<file path="config.mk">
export PLATFORM = sky130hd
export DESIGN_NAME = uhl_top
export DESIGN_NICKNAME = d
export VERILOG_FILES = /design/src/uhl_pkg.sv /design/src/uhl_top.sv /design/src/uhl_sync.sv
export SDC_FILE = /design/constraint.sdc
export NUM_CORES = 1
export LEC_CHECK = 0
export BUFFER_PORTS_ARGS = -buffer_cell sky130_fd_sc_hd__buf_2
export CAP_MARGIN = 20
export CORE_ASPECT_RATIO = 1.4
export CORE_MARGIN = 10
export CORE_UTILIZATION = 40
export CTS_CLUSTER_DIAMETER = 60
export DETAILED_ROUTE_END_ITERATION = 10
export GPL_ROUTABILITY_DRIVEN = 0
export SETUP_SLACK_MARGIN = 0.5
export SYNTH_ARGS = -nofsm -noshare
export SYNTH_HDL_FRONTEND = slang
export SYNTH_SLANG_ARGS = --single-unit
export TNS_END_PERCENT = 10
</file>
<file path="constraint.sdc">
create_clock -name core_clk -period 4.2 [get_ports core_clk]
set_clock_uncertainty 0.05 [all_clocks]
set_input_delay 0.84 -clock core_clk [delete_from_list [all_inputs] [get_ports core_clk]]
set_output_delay 0.84 -clock core_clk [all_outputs]
set_load 0.01 [all_outputs]
</file>
<file path="src/uhl_pkg.sv">
// Purpose: Shared constants and carrier types of the host serial link with reset.
// Assumes: Core clock of 20 MHz; registers on a plain strobe port, one word each.
// Notes:   Every offset and timing count lives here; STATUS field positions and some reset values sit in uhl_top.
`default_nettype none
package uhl_pkg;
  //////////////////////////////////////////////////////////////////////////////
  // Clock and timing.
  localparam int CLK_PERIOD_NS   = 50;
  localparam int LF_PERIOD_NS    = 31250;                       // Slow oscillator period.
  localparam int LF_TICK_CYC     = LF_PERIOD_NS / CLK_PERIOD_NS;
  localparam int EXT_MIN_US      = 1500;                        // Earliest reset after pin low.
  localparam int EXT_MAX_US      = 4000;                        // Latest reset after pin low.
  localparam int EXT_FILT_TICKS  = (EXT_MIN_US * 1000 + LF_PERIOD_NS - 1) / LF_PERIOD_NS + 1;
  localparam int RST_HOLD_CYC    = 16;                          // Length of the internal reset.
  localparam int MIN_BAUD        = 1200;
  localparam int MAX_BAUD        = 3000000;
  localparam int DATA_BITS       = 8;

  //////////////////////////////////////////////////////////////////////////////
  // Register indices on the 4-bit address port.
  localparam logic [3:0] REG_CTRL      = 4'h0;
  localparam logic [3:0] REG_BAUD      = 4'h1;
  localparam logic [3:0] REG_TXDATA    = 4'h2;
  localparam logic [3:0] REG_RXDATA    = 4'h3;
  localparam logic [3:0] REG_STATUS    = 4'h4;
  localparam logic [3:0] REG_WDOG      = 4'h5;
  localparam logic [3:0] REG_WDOG_KICK = 4'h6;
  localparam logic [3:0] REG_CAUSE     = 4'h7;

  // Field positions.
  localparam int CTRL_FLOW_BIT  = 0;
  localparam int CTRL_PAR_LSB   = 1;
  localparam int CTRL_STOP2_BIT = 3;
  localparam int WDOG_EN_BIT    = 0;
  localparam int WDOG_LOAD_LSB  = 8;
  localparam int CAUSE_BRK_BIT  = 0;
  localparam int CAUSE_WDOG_BIT = 1;
  localparam int CAUSE_EXT_BIT  = 2;

  // Reset values.
  localparam logic [15:0] BAUD_DIV_RST = 16'h00AD;              // About 115200 baud.
  localparam logic [23:0] WDOG_LOAD_RST = 24'hFFFFFF;

  // Baud divisor limits in core cycles per bit.
  localparam logic [15:0] BAUD_DIV_MIN = 16'(CLK_PERIOD_NS * 0 + 1000000000 / CLK_PERIOD_NS
                                             / MAX_BAUD);
  localparam logic [15:0] BAUD_DIV_MAX = 16'(1000000000 / CLK_PERIOD_NS / MIN_BAUD);

  //////////////////////////////////////////////////////////////////////////////
  // Types.
  typedef enum logic [1:0] { PAR_NONE, PAR_ODD, PAR_EVEN, PAR_RSVD } uhl_par_e;

  typedef struct packed {
    logic     two_stop;
    uhl_par_e parity;
    logic     flow_en;
  } uhl_cfg_s;

  typedef struct packed {
    logic ext;
    logic wdog;
    logic brk;
  } uhl_cause_s;

  typedef enum { RX_IDLE, RX_START, RX_DATA, RX_PAR, RX_STOP } uhl_rx_e;
endpackage
`default_nettype wire

</file>
<file path="src/uhl_top.sv">
// Purpose: Host serial port with flow control and the device reset sources.
// Assumes: One 20 MHz clock; software on a plain address/strobe register port.
// Notes:   sys_reset is the device-wide reset; pins float while it is high.
`default_nettype none
module uhl_top
  import uhl_pkg::*;
(
  input  wire logic        core_clk,
  input  wire logic        reset_n,
  input  wire logic        clk_en,
  input  wire logic [3:0]  reg_addr,
  input  wire logic [31:0] reg_wdata,
  input  wire logic        reg_wr,
  input  wire logic        reg_rd,
  output var  logic [31:0] reg_rdata,
  input  wire logic        uart_rx,
  output var  logic        uart_tx,
  output var  logic        uart_tx_oe_n,
  input  wire logic        cts_n,
  output var  logic        rts_n,
  output var  logic        rts_oe_n,
  input  wire logic        external_reset_n,
  output var  logic        sys_reset,
  output var  logic        general_io_line_pd
);
  //////////////////////////////////////////////////////////////////////////////
  // Input synchronisers.
  logic rx_s;
  logic cts_n_s;
  logic ext_n_s;

  uhl_sync #(.RST_VAL(1'b1)) u_sync_rx  (.core_clk(core_clk), .reset_n(reset_n),
    .clk_en(clk_en), .async_in(uart_rx), .sync_out(rx_s));
  uhl_sync #(.RST_VAL(1'b1)) u_sync_cts (.core_clk(core_clk), .reset_n(reset_n),
    .clk_en(clk_en), .async_in(cts_n), .sync_out(cts_n_s));
  uhl_sync #(.RST_VAL(1'b1)) u_sync_ext (.core_clk(core_clk), .reset_n(reset_n),
    .clk_en(clk_en), .async_in(external_reset_n), .sync_out(ext_n_s));

  //////////////////////////////////////////////////////////////////////////////
  // State declarations.
  uhl_cfg_s    cfg_r, cfg_nxt;
  logic [15:0] baud_r, baud_nxt;
  logic [7:0]  tx_hold_r, tx_hold_nxt;
  logic        tx_pend_r, tx_pend_nxt;
  logic [11:0] tx_sh_r, tx_sh_nxt;
  logic [3:0]  tx_left_r, tx_left_nxt;
  logic [15:0] tx_cnt_r, tx_cnt_nxt;
  uhl_rx_e     rx_st_r, rx_st_nxt;
  logic [15:0] rx_cnt_r, rx_cnt_nxt;
  logic [2:0]  rx_idx_r, rx_idx_nxt;
  logic [7:0]  rx_sh_r, rx_sh_nxt;
  logic [7:0]  rx_data_r, rx_data_nxt;
  logic        rx_valid_r, rx_valid_nxt;
  logic        par_err_r, par_err_nxt;
  logic        frm_err_r, frm_err_nxt;
  logic        ovr_r, ovr_nxt;
  logic [15:0] brk_cyc_r, brk_cyc_nxt;
  logic [3:0]  brk_bits_r, brk_bits_nxt;
  logic        wd_en_r, wd_en_nxt;
  logic [23:0] wd_load_r, wd_load_nxt;
  logic [23:0] wd_cnt_r, wd_cnt_nxt;
  logic [9:0]  lf_cnt_r, lf_cnt_nxt;
  logic [7:0]  ext_ticks_r, ext_ticks_nxt;
  logic        ext_fired_r, ext_fired_nxt;
  uhl_cause_s  cause_r, cause_nxt;
  logic [4:0]  hold_r, hold_nxt;
  logic [31:0] rdata_nxt;
  logic        tx_nxt, rts_n_nxt;
  logic        ev_brk, ev_wd, ev_ext;
  logic        wr_tx, rd_rx, frame_par;
  logic [3:0]  frame_bits;

  assign wr_tx      = reg_wr && (reg_addr == REG_TXDATA);
  assign rd_rx      = reg_rd && (reg_addr == REG_RXDATA);
  assign frame_par  = (cfg_r.parity == PAR_ODD) || (cfg_r.parity == PAR_EVEN);
  assign frame_bits = 4'd10 + {3'd0, frame_par} + {3'd0, cfg_r.two_stop};

  //////////////////////////////////////////////////////////////////////////////
  // Register writes and read data; an internal reset returns them to defaults.
  always_comb begin
    cfg_nxt   = cfg_r;
    baud_nxt  = baud_r;
    wd_en_nxt = wd_en_r;
    wd_load_nxt = wd_load_r;
    rdata_nxt = 32'h00000000;
    if (sys_reset) begin
      cfg_nxt     = '0;
      baud_nxt    = BAUD_DIV_RST;
      wd_en_nxt   = 1'b0;
      wd_load_nxt = WDOG_LOAD_RST;
    end else if (reg_wr) begin
      case (reg_addr)
        REG_CTRL: begin
          cfg_nxt.flow_en  = reg_wdata[CTRL_FLOW_BIT];
          cfg_nxt.parity   = uhl_par_e'(reg_wdata[CTRL_PAR_LSB +: 2]);
          cfg_nxt.two_stop = reg_wdata[CTRL_STOP2_BIT];
        end
        REG_BAUD: begin
          if (reg_wdata[15:0] < BAUD_DIV_MIN) baud_nxt = BAUD_DIV_MIN;
          else if (reg_wdata[15:0] > BAUD_DIV_MAX) baud_nxt = BAUD_DIV_MAX;
          else baud_nxt = reg_wdata[15:0];
        end
        REG_WDOG: begin
          wd_en_nxt   = reg_wdata[WDOG_EN_BIT];
          wd_load_nxt = reg_wdata[WDOG_LOAD_LSB +: 24];
        end
        default: ;
      endcase
    end
    if (reg_rd) begin
      case (reg_addr)
        REG_CTRL:   rdata_nxt = {28'd0, cfg_r.two_stop, cfg_r.parity, cfg_r.flow_en};
        REG_BAUD:   rdata_nxt = {16'd0, baud_r};
        REG_RXDATA: rdata_nxt = {24'd0, rx_data_r};
        REG_STATUS: rdata_nxt = {27'd0, frm_err_r, ovr_r, par_err_r, rx_valid_r,
                                 tx_pend_r | (tx_left_r != 4'd0)};
        REG_WDOG:   rdata_nxt = {wd_load_r, 7'd0, wd_en_r};
        REG_CAUSE:  rdata_nxt = {29'd0, cause_r};
        default:    rdata_nxt = 32'h00000000;
      endcase
    end
  end

  //////////////////////////////////////////////////////////////////////////////
  // Transmitter: one shift register holds start, data, parity and stop bits.
  always_comb begin
    tx_hold_nxt = tx_hold_r;
    tx_pend_nxt = tx_pend_r;
    tx_sh_nxt   = tx_sh_r;
    tx_left_nxt = tx_left_r;
    tx_cnt_nxt  = tx_cnt_r;
    if (sys_reset) begin
      tx_pend_nxt = 1'b0;
      tx_left_nxt = 4'd0;
      tx_sh_nxt   = 12'hFFF;
    end else begin
      if (wr_tx && !tx_pend_r) begin
        tx_hold_nxt = reg_wdata[7:0];
        tx_pend_nxt = 1'b1;
      end
      if (tx_left_r == 4'd0) begin
        // A new frame starts only while clear-to-send is low, if enabled.
        if (tx_pend_r && (!cfg_r.flow_en || !cts_n_s)) begin
          tx_sh_nxt = frame_par ?
            {2'b11, (cfg_r.parity == PAR_ODD) ? ~^tx_hold_r : ^tx_hold_r, tx_hold_r, 1'b0} :
            {3'b111, tx_hold_r, 1'b0};
          tx_left_nxt = frame_bits;
          tx_cnt_nxt  = baud_r - 16'd1;
          tx_pend_nxt = 1'b0;
        end
      end else if (tx_cnt_r == 16'd0) begin
        tx_sh_nxt   = {1'b1, tx_sh_r[11:1]};
        tx_left_nxt = tx_left_r - 4'd1;
        tx_cnt_nxt  = baud_r - 16'd1;
      end else begin
        tx_cnt_nxt = tx_cnt_r - 16'd1;
      end
    end
    tx_nxt = (tx_left_nxt == 4'd0) ? 1'b1 : tx_sh_nxt[0];
  end

  //////////////////////////////////////////////////////////////////////////////
  // Receiver: samples each bit at its middle.
  always_comb begin
    rx_st_nxt    = rx_st_r;
    rx_cnt_nxt   = rx_cnt_r;
    rx_idx_nxt   = rx_idx_r;
    rx_sh_nxt    = rx_sh_r;
    rx_data_nxt  = rx_data_r;
    rx_valid_nxt = rx_valid_r & ~rd_rx;
    par_err_nxt  = par_err_r & ~rd_rx;
    frm_err_nxt  = frm_err_r & ~rd_rx;
    ovr_nxt      = ovr_r & ~rd_rx;
    if (sys_reset) begin
      rx_st_nxt    = RX_IDLE;
      rx_valid_nxt = 1'b0;
      par_err_nxt  = 1'b0;
      frm_err_nxt  = 1'b0;
      ovr_nxt      = 1'b0;
    end else begin
      case (rx_st_r)
        RX_IDLE: if (!rx_s) begin
          rx_st_nxt  = RX_START;
          rx_cnt_nxt = {1'b0, baud_r[15:1]};
        end
        default: if (rx_cnt_r != 16'd0) begin
          rx_cnt_nxt = rx_cnt_r - 16'd1;
        end else begin
          rx_cnt_nxt = baud_r - 16'd1;
          case (rx_st_r)
            RX_START: begin
              rx_st_nxt  = rx_s ? RX_IDLE : RX_DATA;
              rx_idx_nxt = 3'd0;
            end
            RX_DATA: begin
              rx_sh_nxt  = {rx_s, rx_sh_r[7:1]};
              rx_idx_nxt = rx_idx_r + 3'd1;
              if (rx_idx_r == 3'(DATA_BITS - 1)) rx_st_nxt = frame_par ? RX_PAR : RX_STOP;
            end
            RX_PAR: begin
              // Set wins over the read that clears it.
              if (rx_s != ((cfg_r.parity == PAR_ODD) ? ~^rx_sh_r : ^rx_sh_r))
                par_err_nxt = 1'b1;
              rx_st_nxt = RX_STOP;
            end
            RX_STOP: begin
              if (!rx_s) frm_err_nxt = 1'b1;
              if (rx_valid_r && !rd_rx) ovr_nxt = 1'b1;
              rx_data_nxt  = rx_sh_r;
              rx_valid_nxt = 1'b1;
              rx_st_nxt    = RX_IDLE;
            end
            default: rx_st_nxt = RX_IDLE;
          endcase
        end
      endcase
    end
    // Ask the host to hold off while the one-character buffer is full.
    rts_n_nxt = cfg_r.flow_en ? rx_valid_nxt : 1'b0;
  end

  //////////////////////////////////////////////////////////////////////////////
  // Break: line low for more bit times than a whole frame holds.
  always_comb begin
    brk_cyc_nxt  = brk_cyc_r;
    brk_bits_nxt = brk_bits_r;
    ev_brk       = 1'b0;
    if (rx_s || sys_reset) begin
      brk_cyc_nxt  = 16'd0;
      brk_bits_nxt = 4'd0;
    end else if (brk_cyc_r >= baud_r - 16'd1) begin
      brk_cyc_nxt = 16'd0;
      if (brk_bits_r == frame_bits) ev_brk = 1'b1;
      else brk_bits_nxt = brk_bits_r + 4'd1;
    end else begin
      brk_cyc_nxt = brk_cyc_r + 16'd1;
    end
  end

  //////////////////////////////////////////////////////////////////////////////
  // Watchdog: counts down while armed; a kick reloads it.
  always_comb begin
    wd_cnt_nxt = wd_cnt_r;
    ev_wd      = 1'b0;
    if (sys_reset || !wd_en_r) begin
      wd_cnt_nxt = wd_load_nxt;                                           // Arming takes the new reload.
    end else if (reg_wr && (reg_addr == REG_WDOG_KICK)) begin
      wd_cnt_nxt = wd_load_r;
    end else if (wd_cnt_r == 24'd0) begin
      ev_wd = 1'b1;
    end else begin
      wd_cnt_nxt = wd_cnt_r - 24'd1;
    end
  end

  //////////////////////////////////////////////////////////////////////////////
  // Reset pin filter: sampled once per slow-oscillator tick; one event per low.
  always_comb begin
    lf_cnt_nxt    = (lf_cnt_r == 10'(LF_TICK_CYC - 1)) ? 10'd0 : lf_cnt_r + 10'd1;
    ext_ticks_nxt = ext_ticks_r;
    ext_fired_nxt = ext_fired_r;
    ev_ext        = 1'b0;
    if (lf_cnt_r == 10'd0) begin
      if (ext_n_s) begin
        ext_ticks_nxt = 8'd0;
        ext_fired_nxt = 1'b0;
      end else if (!ext_fired_r) begin
        if (ext_ticks_r == 8'(EXT_FILT_TICKS - 1)) begin
          ev_ext        = 1'b1;
          ext_fired_nxt = 1'b1;
        end else begin
          ext_ticks_nxt = ext_ticks_r + 8'd1;
        end
      end
    end
  end

  //////////////////////////////////////////////////////////////////////////////
  // Reset sequencer and cause flags; a new cause wins over a clearing write.
  always_comb begin
    hold_nxt  = (hold_r != 5'd0) ? hold_r - 5'd1 : 5'd0;
    cause_nxt = cause_r;
    if (reg_wr && (reg_addr == REG_CAUSE)) begin
      cause_nxt = cause_r & ~uhl_cause_s'(reg_wdata[CAUSE_EXT_BIT:CAUSE_BRK_BIT]);
    end
    if (ev_brk) cause_nxt.brk = 1'b1;
    if (ev_wd) cause_nxt.wdog = 1'b1;
    if (ev_ext) cause_nxt.ext = 1'b1;
    if (ev_brk || ev_wd || ev_ext) hold_nxt = 5'(RST_HOLD_CYC);
  end

  //////////////////////////////////////////////////////////////////////////////
  // Register every group; clk_en low freezes all of it.
  always_ff @(posedge core_clk or negedge reset_n) begin
    if (!reset_n) begin
      cfg_r <= '0;  baud_r <= BAUD_DIV_RST;  wd_en_r <= 1'b0;  wd_load_r <= WDOG_LOAD_RST;
      reg_rdata <= 32'h00000000;
      tx_hold_r <= 8'h00;  tx_pend_r <= 1'b0;  tx_sh_r <= 12'hFFF;
      tx_left_r <= 4'h0;  tx_cnt_r <= 16'h0000;
      rx_st_r <= RX_IDLE;  rx_cnt_r <= 16'h0000;  rx_idx_r <= 3'h0;  rx_sh_r <= 8'h00;
      rx_data_r <= 8'h00;  rx_valid_r <= 1'b0;
      par_err_r <= 1'b0;  frm_err_r <= 1'b0;  ovr_r <= 1'b0;
      brk_cyc_r <= 16'h0000;  brk_bits_r <= 4'h0;  wd_cnt_r <= WDOG_LOAD_RST;
      lf_cnt_r <= 10'h000;  ext_ticks_r <= 8'h00;  ext_fired_r <= 1'b0;
      cause_r <= '0;  hold_r <= 5'h00;
      uart_tx <= 1'b1;  rts_n <= 1'b1;
      sys_reset <= 1'b1;  uart_tx_oe_n <= 1'b1;  rts_oe_n <= 1'b1;
      general_io_line_pd <= 1'b1;
    end else if (clk_en) begin
      cfg_r <= cfg_nxt;  baud_r <= baud_nxt;  wd_en_r <= wd_en_nxt;  wd_load_r <= wd_load_nxt;
      reg_rdata <= rdata_nxt;
      tx_hold_r <= tx_hold_nxt;  tx_pend_r <= tx_pend_nxt;  tx_sh_r <= tx_sh_nxt;
      tx_left_r <= tx_left_nxt;  tx_cnt_r <= tx_cnt_nxt;
      rx_st_r <= rx_st_nxt;  rx_cnt_r <= rx_cnt_nxt;  rx_idx_r <= rx_idx_nxt;
      rx_sh_r <= rx_sh_nxt;  rx_data_r <= rx_data_nxt;  rx_valid_r <= rx_valid_nxt;
      par_err_r <= par_err_nxt;  frm_err_r <= frm_err_nxt;  ovr_r <= ovr_nxt;
      brk_cyc_r <= brk_cyc_nxt;  brk_bits_r <= brk_bits_nxt;  wd_cnt_r <= wd_cnt_nxt;
      lf_cnt_r <= lf_cnt_nxt;  ext_ticks_r <= ext_ticks_nxt;  ext_fired_r <= ext_fired_nxt;
      cause_r <= cause_nxt;  hold_r <= hold_nxt;
      uart_tx <= tx_nxt;  rts_n <= rts_n_nxt;
      sys_reset <= (hold_nxt != 5'd0);
      // While reset stands, outputs float and general lines are pulled down.
      uart_tx_oe_n       <= (hold_nxt != 5'd0);
      rts_oe_n           <= (hold_nxt != 5'd0);
      general_io_line_pd <= (hold_nxt != 5'd0);
    end
  end
endmodule
`default_nettype wire

</file>
<file path="src/uhl_sync.sv">
// Purpose: Three-stage synchroniser for a level from outside the clock domain.
// Assumes: The level is slow against the core clock.
// Notes:   The output follows only when the second and third stages agree.
`default_nettype none
module uhl_sync #(
  parameter logic RST_VAL = 1'b1
) (
  input  wire logic core_clk,
  input  wire logic reset_n,
  input  wire logic clk_en,
  input  wire logic async_in,
  output var  logic sync_out
);
  logic s1_r;
  logic s2_r;
  logic s3_r;
  logic out_nxt;

  // The first stage feeds only the second one.
  always_comb begin
    out_nxt = (s2_r == s3_r) ? s3_r : sync_out;
  end

  // Register the chain and the settled level.
  always_ff @(posedge core_clk or negedge reset_n) begin
    if (!reset_n) begin
      s1_r     <= RST_VAL;
      s2_r     <= RST_VAL;
      s3_r     <= RST_VAL;
      sync_out <= RST_VAL;
    end else if (clk_en) begin
      s1_r     <= async_in;
      s2_r     <= s1_r;
      s3_r     <= s2_r;
      sync_out <= out_nxt;
    end
  end
endmodule
`default_nettype wire

</file>
# ---- Word level (Yosys, flattened, before mapping)
# Index checks and enable logic that the tools add are counted.
dict set report op_classes {
  add_sub_neg 13
  magnitude_cmp 3
  n_eq_ne 31
  muxes 97
  bitwise 11
  reduce_logical 64
}
# operator n
set op_table {}
lappend op_table {{16-bit two-way mux} 13}
lappend op_table {{32-bit two-way mux} 6}
lappend op_table {{32-bit case mux with 6 select lines} 1}
lappend op_table {{24-bit two-way mux} 6}
lappend op_table {{32-bit case mux with 3 select lines} 1}
lappend op_table {{32-bit by 2-bit == test with 1-bit output, second input constant} 2}
lappend op_table {{12-bit two-way mux} 4}
lappend op_table {{16-bit by 1-bit subtractor with 16-bit output, second input constant} 3}
lappend op_table {{1-bit two-way mux} 45}
lappend op_table {{4-bit two-way mux} 10}
lappend op_table {{32-bit by 1-bit == test with 1-bit output, second input constant} 1}
lappend op_table {{32-bit by 3-bit == test with 1-bit output, second input constant} 1}
lappend op_table {{32-bit zero test} 1}
lappend op_table {{24-bit zero test} 1}
lappend op_table {{8-bit two-way mux} 3}
lappend op_table {{3-bit AND reduction} 8}
lappend op_table {{24-bit by 1-bit subtractor with 24-bit output, second input constant} 1}
lappend op_table {{10-bit two-way mux} 2}
lappend op_table {{2-bit nonzero test} 9}
lappend op_table {{16-bit by 1-bit adder with 16-bit output, second input constant} 1}
lappend op_table {{4-bit by 3-bit == test with 1-bit output, second input constant} 4}
lappend op_table {{16-bit greater-or-equal comparator} 1}
lappend op_table {{16-bit by 15-bit > comparator with 1-bit output, second input constant} 1}
lappend op_table {{16-bit zero test} 1}
lappend op_table {{other kinds (47)} 93}
dict set report word_totals {
  reg_bits 275
  out_inout_bits 38
  wordCells 266
}

# ---- Longest topological paths before layout
dict set report depth {
  word_depth 12
  mapped_depth 13
}

# ---- Modules after synthesis
# From an unflattened synthesis, not the netlist that was laid out.
dict set report unflattened {
  cells_unflattened 1462
  hier_area_um2 13860.8
}
# mod n_inst cells_each area_each_um2 seq_area_each_um2
set modules_own_cells {}
lappend modules_own_cells {uhl_top 1 1432 13376.6 5940.7}
lappend modules_own_cells {uhl_sync 3 10 161.4 105.1}

# ---- Least setup slack after synthesis
# OpenSTA, ideal clock, no wires.
dict set report synth_path {
  kind {reg-to-reg}
  startpoint {register baud_r[8]}
  endpoint {register hold_r[3]}
  arrival_ns 3.815
  setup_slack_ns 0.194
  stages_incl_launch_ff 13
  n_path_buf 1
  synth_period_minus_slack_ns 4.006
  path_cell_list {dfrtp_1 > or4_1 > or4_4 > nor3_1 > xnor2_1 > ha_1 > nand4_1 > or4_1 > o32a_1 > a21oi_1 > or3_1 > clkbuf_1 > o221ai_1}
}
dict set report synth_via {
  elab_chain_len 7
}
# element line
set synth_lines {}
lappend synth_lines {{start: declaration} uhl_top.sv:42} ;# logic [15:0] baud_r, baud_nxt;
lappend synth_lines {{start signal: assignment} uhl_top.sv:310} ;# cfg_r <= cfg_nxt; baud_r <= baud_nxt; wd_en_r <= wd_en_nxt; wd_load_r <= wd_load_nxt;
lappend synth_lines {{16-bit by 1-bit subtractor with 16-bit output} uhl_top.sv:231} ;# end else if (brk_cyc_r >= baud_r - 16'd1) begin
lappend synth_lines {{16-bit greater-or-equal comparator} uhl_top.sv:231}
lappend synth_lines {{1-bit two-way mux} uhl_top.sv:231}
lappend synth_lines {{1-bit two-way mux} uhl_top.sv:228} ;# if (rx_s || sys_reset) begin
lappend synth_lines {{1-bit logical OR (2 in a row)} uhl_top.sv:289} ;# if (ev_brk || ev_wd || ev_ext) hold_nxt = 5'(RST_HOLD_CYC);
lappend synth_lines {{5-bit two-way mux} uhl_top.sv:289}
lappend synth_lines {{end signal: assignment} uhl_top.sv:319} ;# cause_r <= cause_nxt; hold_r <= hold_nxt;
lappend synth_lines {{end: declaration} uhl_top.sv:66} ;# logic [4:0] hold_r, hold_nxt;
# Every way passes these cells.
# A chain may end at the register's enable or synchronous reset.

# ---- Worst setup path after layout
# Ends and elaborated chain as after synthesis.

==> flow_summary.toml <==
[yosys]
async_reset_ff_frac = 1.00
syn-cell-area_um2 = 13900
syn-instance-count = 1473
syn_avg_cell_area_um2 = 9.46
ys_types = 80
yosys_register_bits = 246
ys_warn_count = 0
ys_seq_area_frac = 0.449
yosysTopAreaCell = "dfrtp_1"
synth-edff-count = 0
syn_nets = 1550
synth.area.top_cells = "dfrtp_1 (30%), dfstp_2 (15%), o21ai_0 (4.3%)"
synth-main-ff-cell = "dfrtp_1"
synth_top_area_share = 0.298

[worst_setup_path]
crit_type = "flop to flop"
cp_max_fo = 6
reg2reg_depth = 11
end_kind = "flop"
reg2reg_slack_ns = 0.47
worst_ep_arrival_time_ns = 4.09
worstPathRequired_ns = 4.56
worstSetupStartpointType = "flop"
timing.rr.start = "baud_r[8]"
r2r_end = "hold_r[3]"

[placed_design]
dp_hpwl_mm = 31.3
dpl_cell_area_um2 = 14900
io_buffers = 81

[finish]
layout.nets = 1634
drive_gt1_frac = 0.224
area_growth_pct = 15.8
fin_area_um2 = 16100
antenna_cells = 0

[timing]
rsz0062_at_grt = "yes"
period_minus_slack_ns = 3.73
setup_viol = 0
worstMarginPinSlew_ns = 0.995
finalCritPeriodShare = 0.888
max_freq_mhz = 268
hold_viol_final = 0
report.final.slew_viol_count = 0
fin_setup_tns_ns = 0
max_slew_margin = 0.330

[floorplan]
dieArea_um2 = 42800
start_util = 0.407
core_um2 = 34200
fp.dieH_um = 241
rows = 80
num_io_pins = 82
dieWidth_um = 178

[global_routing]
grt.overflow.total = 0
grt_start_max_net_pins = 100
grt_pass1_wl_mm = 68.5
globalRouteMet2Util = 0.353
use_met3 = 0.0305
antenna_found_initial = 0
use_met1 = 0.230
grt_pass1_vias = 12200
busiest_layer = "met2"
grt_usage = 0.198

[routing]
vias = 12000
ant_nets = 0
vias_per_cell = 5.93
finalWirelength_mm = 43.0
drtPass1Iterations = 5
drc = 0
drtIter0Drc = 804
post_drt_wl_per_cell_um = 21.2

[clock_network]
numCtsBuffers = 26
htree_levels = 1
cts_tree = "yes"
cts_sinks = 246
cts-root-buf = "clkbuf_16"
clk_pin_slew_ns = 0.06
cts.path.max_buffers = 3
insertion_delay_ns = 0.55

[worst_hold_path]
hold_path_class = "primary input to asynchronous set/reset pin"

[flow_run]
cap_violations = 0

[run_status]
status = "completed"

[pwr]
power.density_nw_per_um2 = 429
cellLeakagePower_nw = 6.64
ir_drop_mv = 0.320
==> stage by stage <==
| step | power, W | util | hold WS, ns | instances | worst slack, ns |
|---|---|---|---|---|---|
| 5_1_grt | 0.00725 | 0.471 | 0.343 | 2028 | 0.327 |
| 4_1_cts | 0.00693 | 0.468 | 0.311 | 2023 | 0.460 |
| 6_report | 0.00692 | 0.471 | 0.281 | 2028 | 0.468 |
| 2_1_floorplan | 0.00394 | - | 0.389 | 1473 | 0.465 |
| 3_5_place_dp | 0.00446 | 0.436 | 0.418 | 1961 | 0.0412 |
| 3_3_place_gp | 0.00443 | 0.435 | 0.408 | 1959 | 0.154 |
==> sequential cells by signal, summed over array words and instances (netlist names), 4 cells and up <==
| name | flops |
|---|---|
| brk_cyc_r | 16 |
| brk_bits_r | 4 |
| tx_sh_r | 12 |
| lf_cnt_r | 10 |
| rx_cnt_r | 16 |
| cfg_r | 4 |
| rx_data_r | 8 |
| reg_rdata | 32 |
| tx_hold_r | 8 |
| tx_cnt_r | 16 |
| ext_ticks_r | 8 |
| rx_sh_r | 8 |
| hold_r | 5 |
| tx_left_r | 4 |
| baud_r | 16 |
| wd_load_r | 24 |
| wd_cnt_r | 24 |
==> cells by family (layout without fill, tap and decap cells) <==
family	after synthesis	in the layout	share of synthesized area
buffers and inverters	127	231	0.0374
XOR/XNOR	64	64	0.0402
AND/OR/NAND/NOR	489	489	0.179
adder cells (fa/ha/maj)	33	33	0.0296
flip-flops	246	246	0.449
AO/OA/AOI/OAI	459	459	0.222
multiplexers	55	55	0.0426
==> Yosys cell counts, types with 8 or more instances <==
master	instances
a211oi_1	8
a21oi_1	98
a221oi_1	14
a22o_1	36
a22oi_1	15
a31oi_1	18
and3_1	11
buf_2	11
clkbuf_1	68
dfrtp_1	166
dfstp_2	80
ha_1	33
inv_1	40
mux2_2	34
mux2i_1	21
nand2_1	107
nand2b_1	15
nand3_1	40
nand4_1	22
nor2_1	139
nor2b_1	8
nor3_1	53
nor4_1	21
o211ai_1	10
o21ai_0	119
o22a_1	38
o2bb2ai_1	23
o31ai_1	9
o32a_1	10
or3_1	16
or4_1	8
xnor2_1	37
xor2_1	27
==> how the worst max path moves through the flow <==
stage / start / to / cells after the start
2_1_floorplan: baud_r[8] / hold_r[3] / 12
3_3_place_gp: baud_r[1] / hold_r[3] / 12
3_5_place_dp: baud_r[1] / hold_r[3] / 12
4_1_cts: baud_r[1] / hold_r[3] / 11
5_1_grt: baud_r[1] / brk_cyc_r[12] / 13
6_report: baud_r[8] / hold_r[3] / 11
==> what timing repair did <==
item / in CTS / in global routing
setup endpoints to repair: 27 / 27
resized for setup: 14 / 11
hold buffers: 0 / 0
setup buffers: 14 / 5
pin swaps: 14 / 6
==> critical path, stage by stage, from the launching register on <==
cell	delay, ns
dfrtp_1	0.38
or4_4	0.59
or4_4	0.50
nor3_4	0.21
xnor2_2	0.10
ha_1	0.31
nand4_1	0.13
or4_4	0.44
o32a_4	0.38
a21oi_4	0.20
or3_4	0.19
o221ai_1	0.10
==> cells in the final DEF (no fill, tap or decap), drive strengths merged, types with 21 or more instances in the layout <==
master,count
dfrtp,166
buf,142
nor2,140
o21ai,125
nand2,107
a21oi,98
dfstp,80
nor3,57
inv,40
nand3,40
clkbuf,39
o22a,38
xnor2,37
a22o,36
mux2,34
ha,33
xor2,27
nand4,24
o2bb2ai,23
nor4,23
mux2i,21
==> area by class of cell <==
type / count / area [um2]
clock buffers: 39 / 811
clock inverters: 9 / 100
fillers: 3317 / 18100
inverters: 41 / 154
multi-input cells: 1100 / 7370
flip-flops and latches: 246 / 6260
well taps: 451 / 564
repair buffers: 142 / 883
==> metal layers <==
metal	wire length, um	up-vias
li1	-	5658
met3	2090	107
met2	22300	346
met1	16900	5910
met5	0	-
met4	1800	0
==> power by group <==
group | switching [W] | internal, W
combinational | 0.000927 | 0.000554
clock | 0.000978 | 0.00145
sequential | 0.000327 | 0.00268
Power figures use the tool's default switching activity.
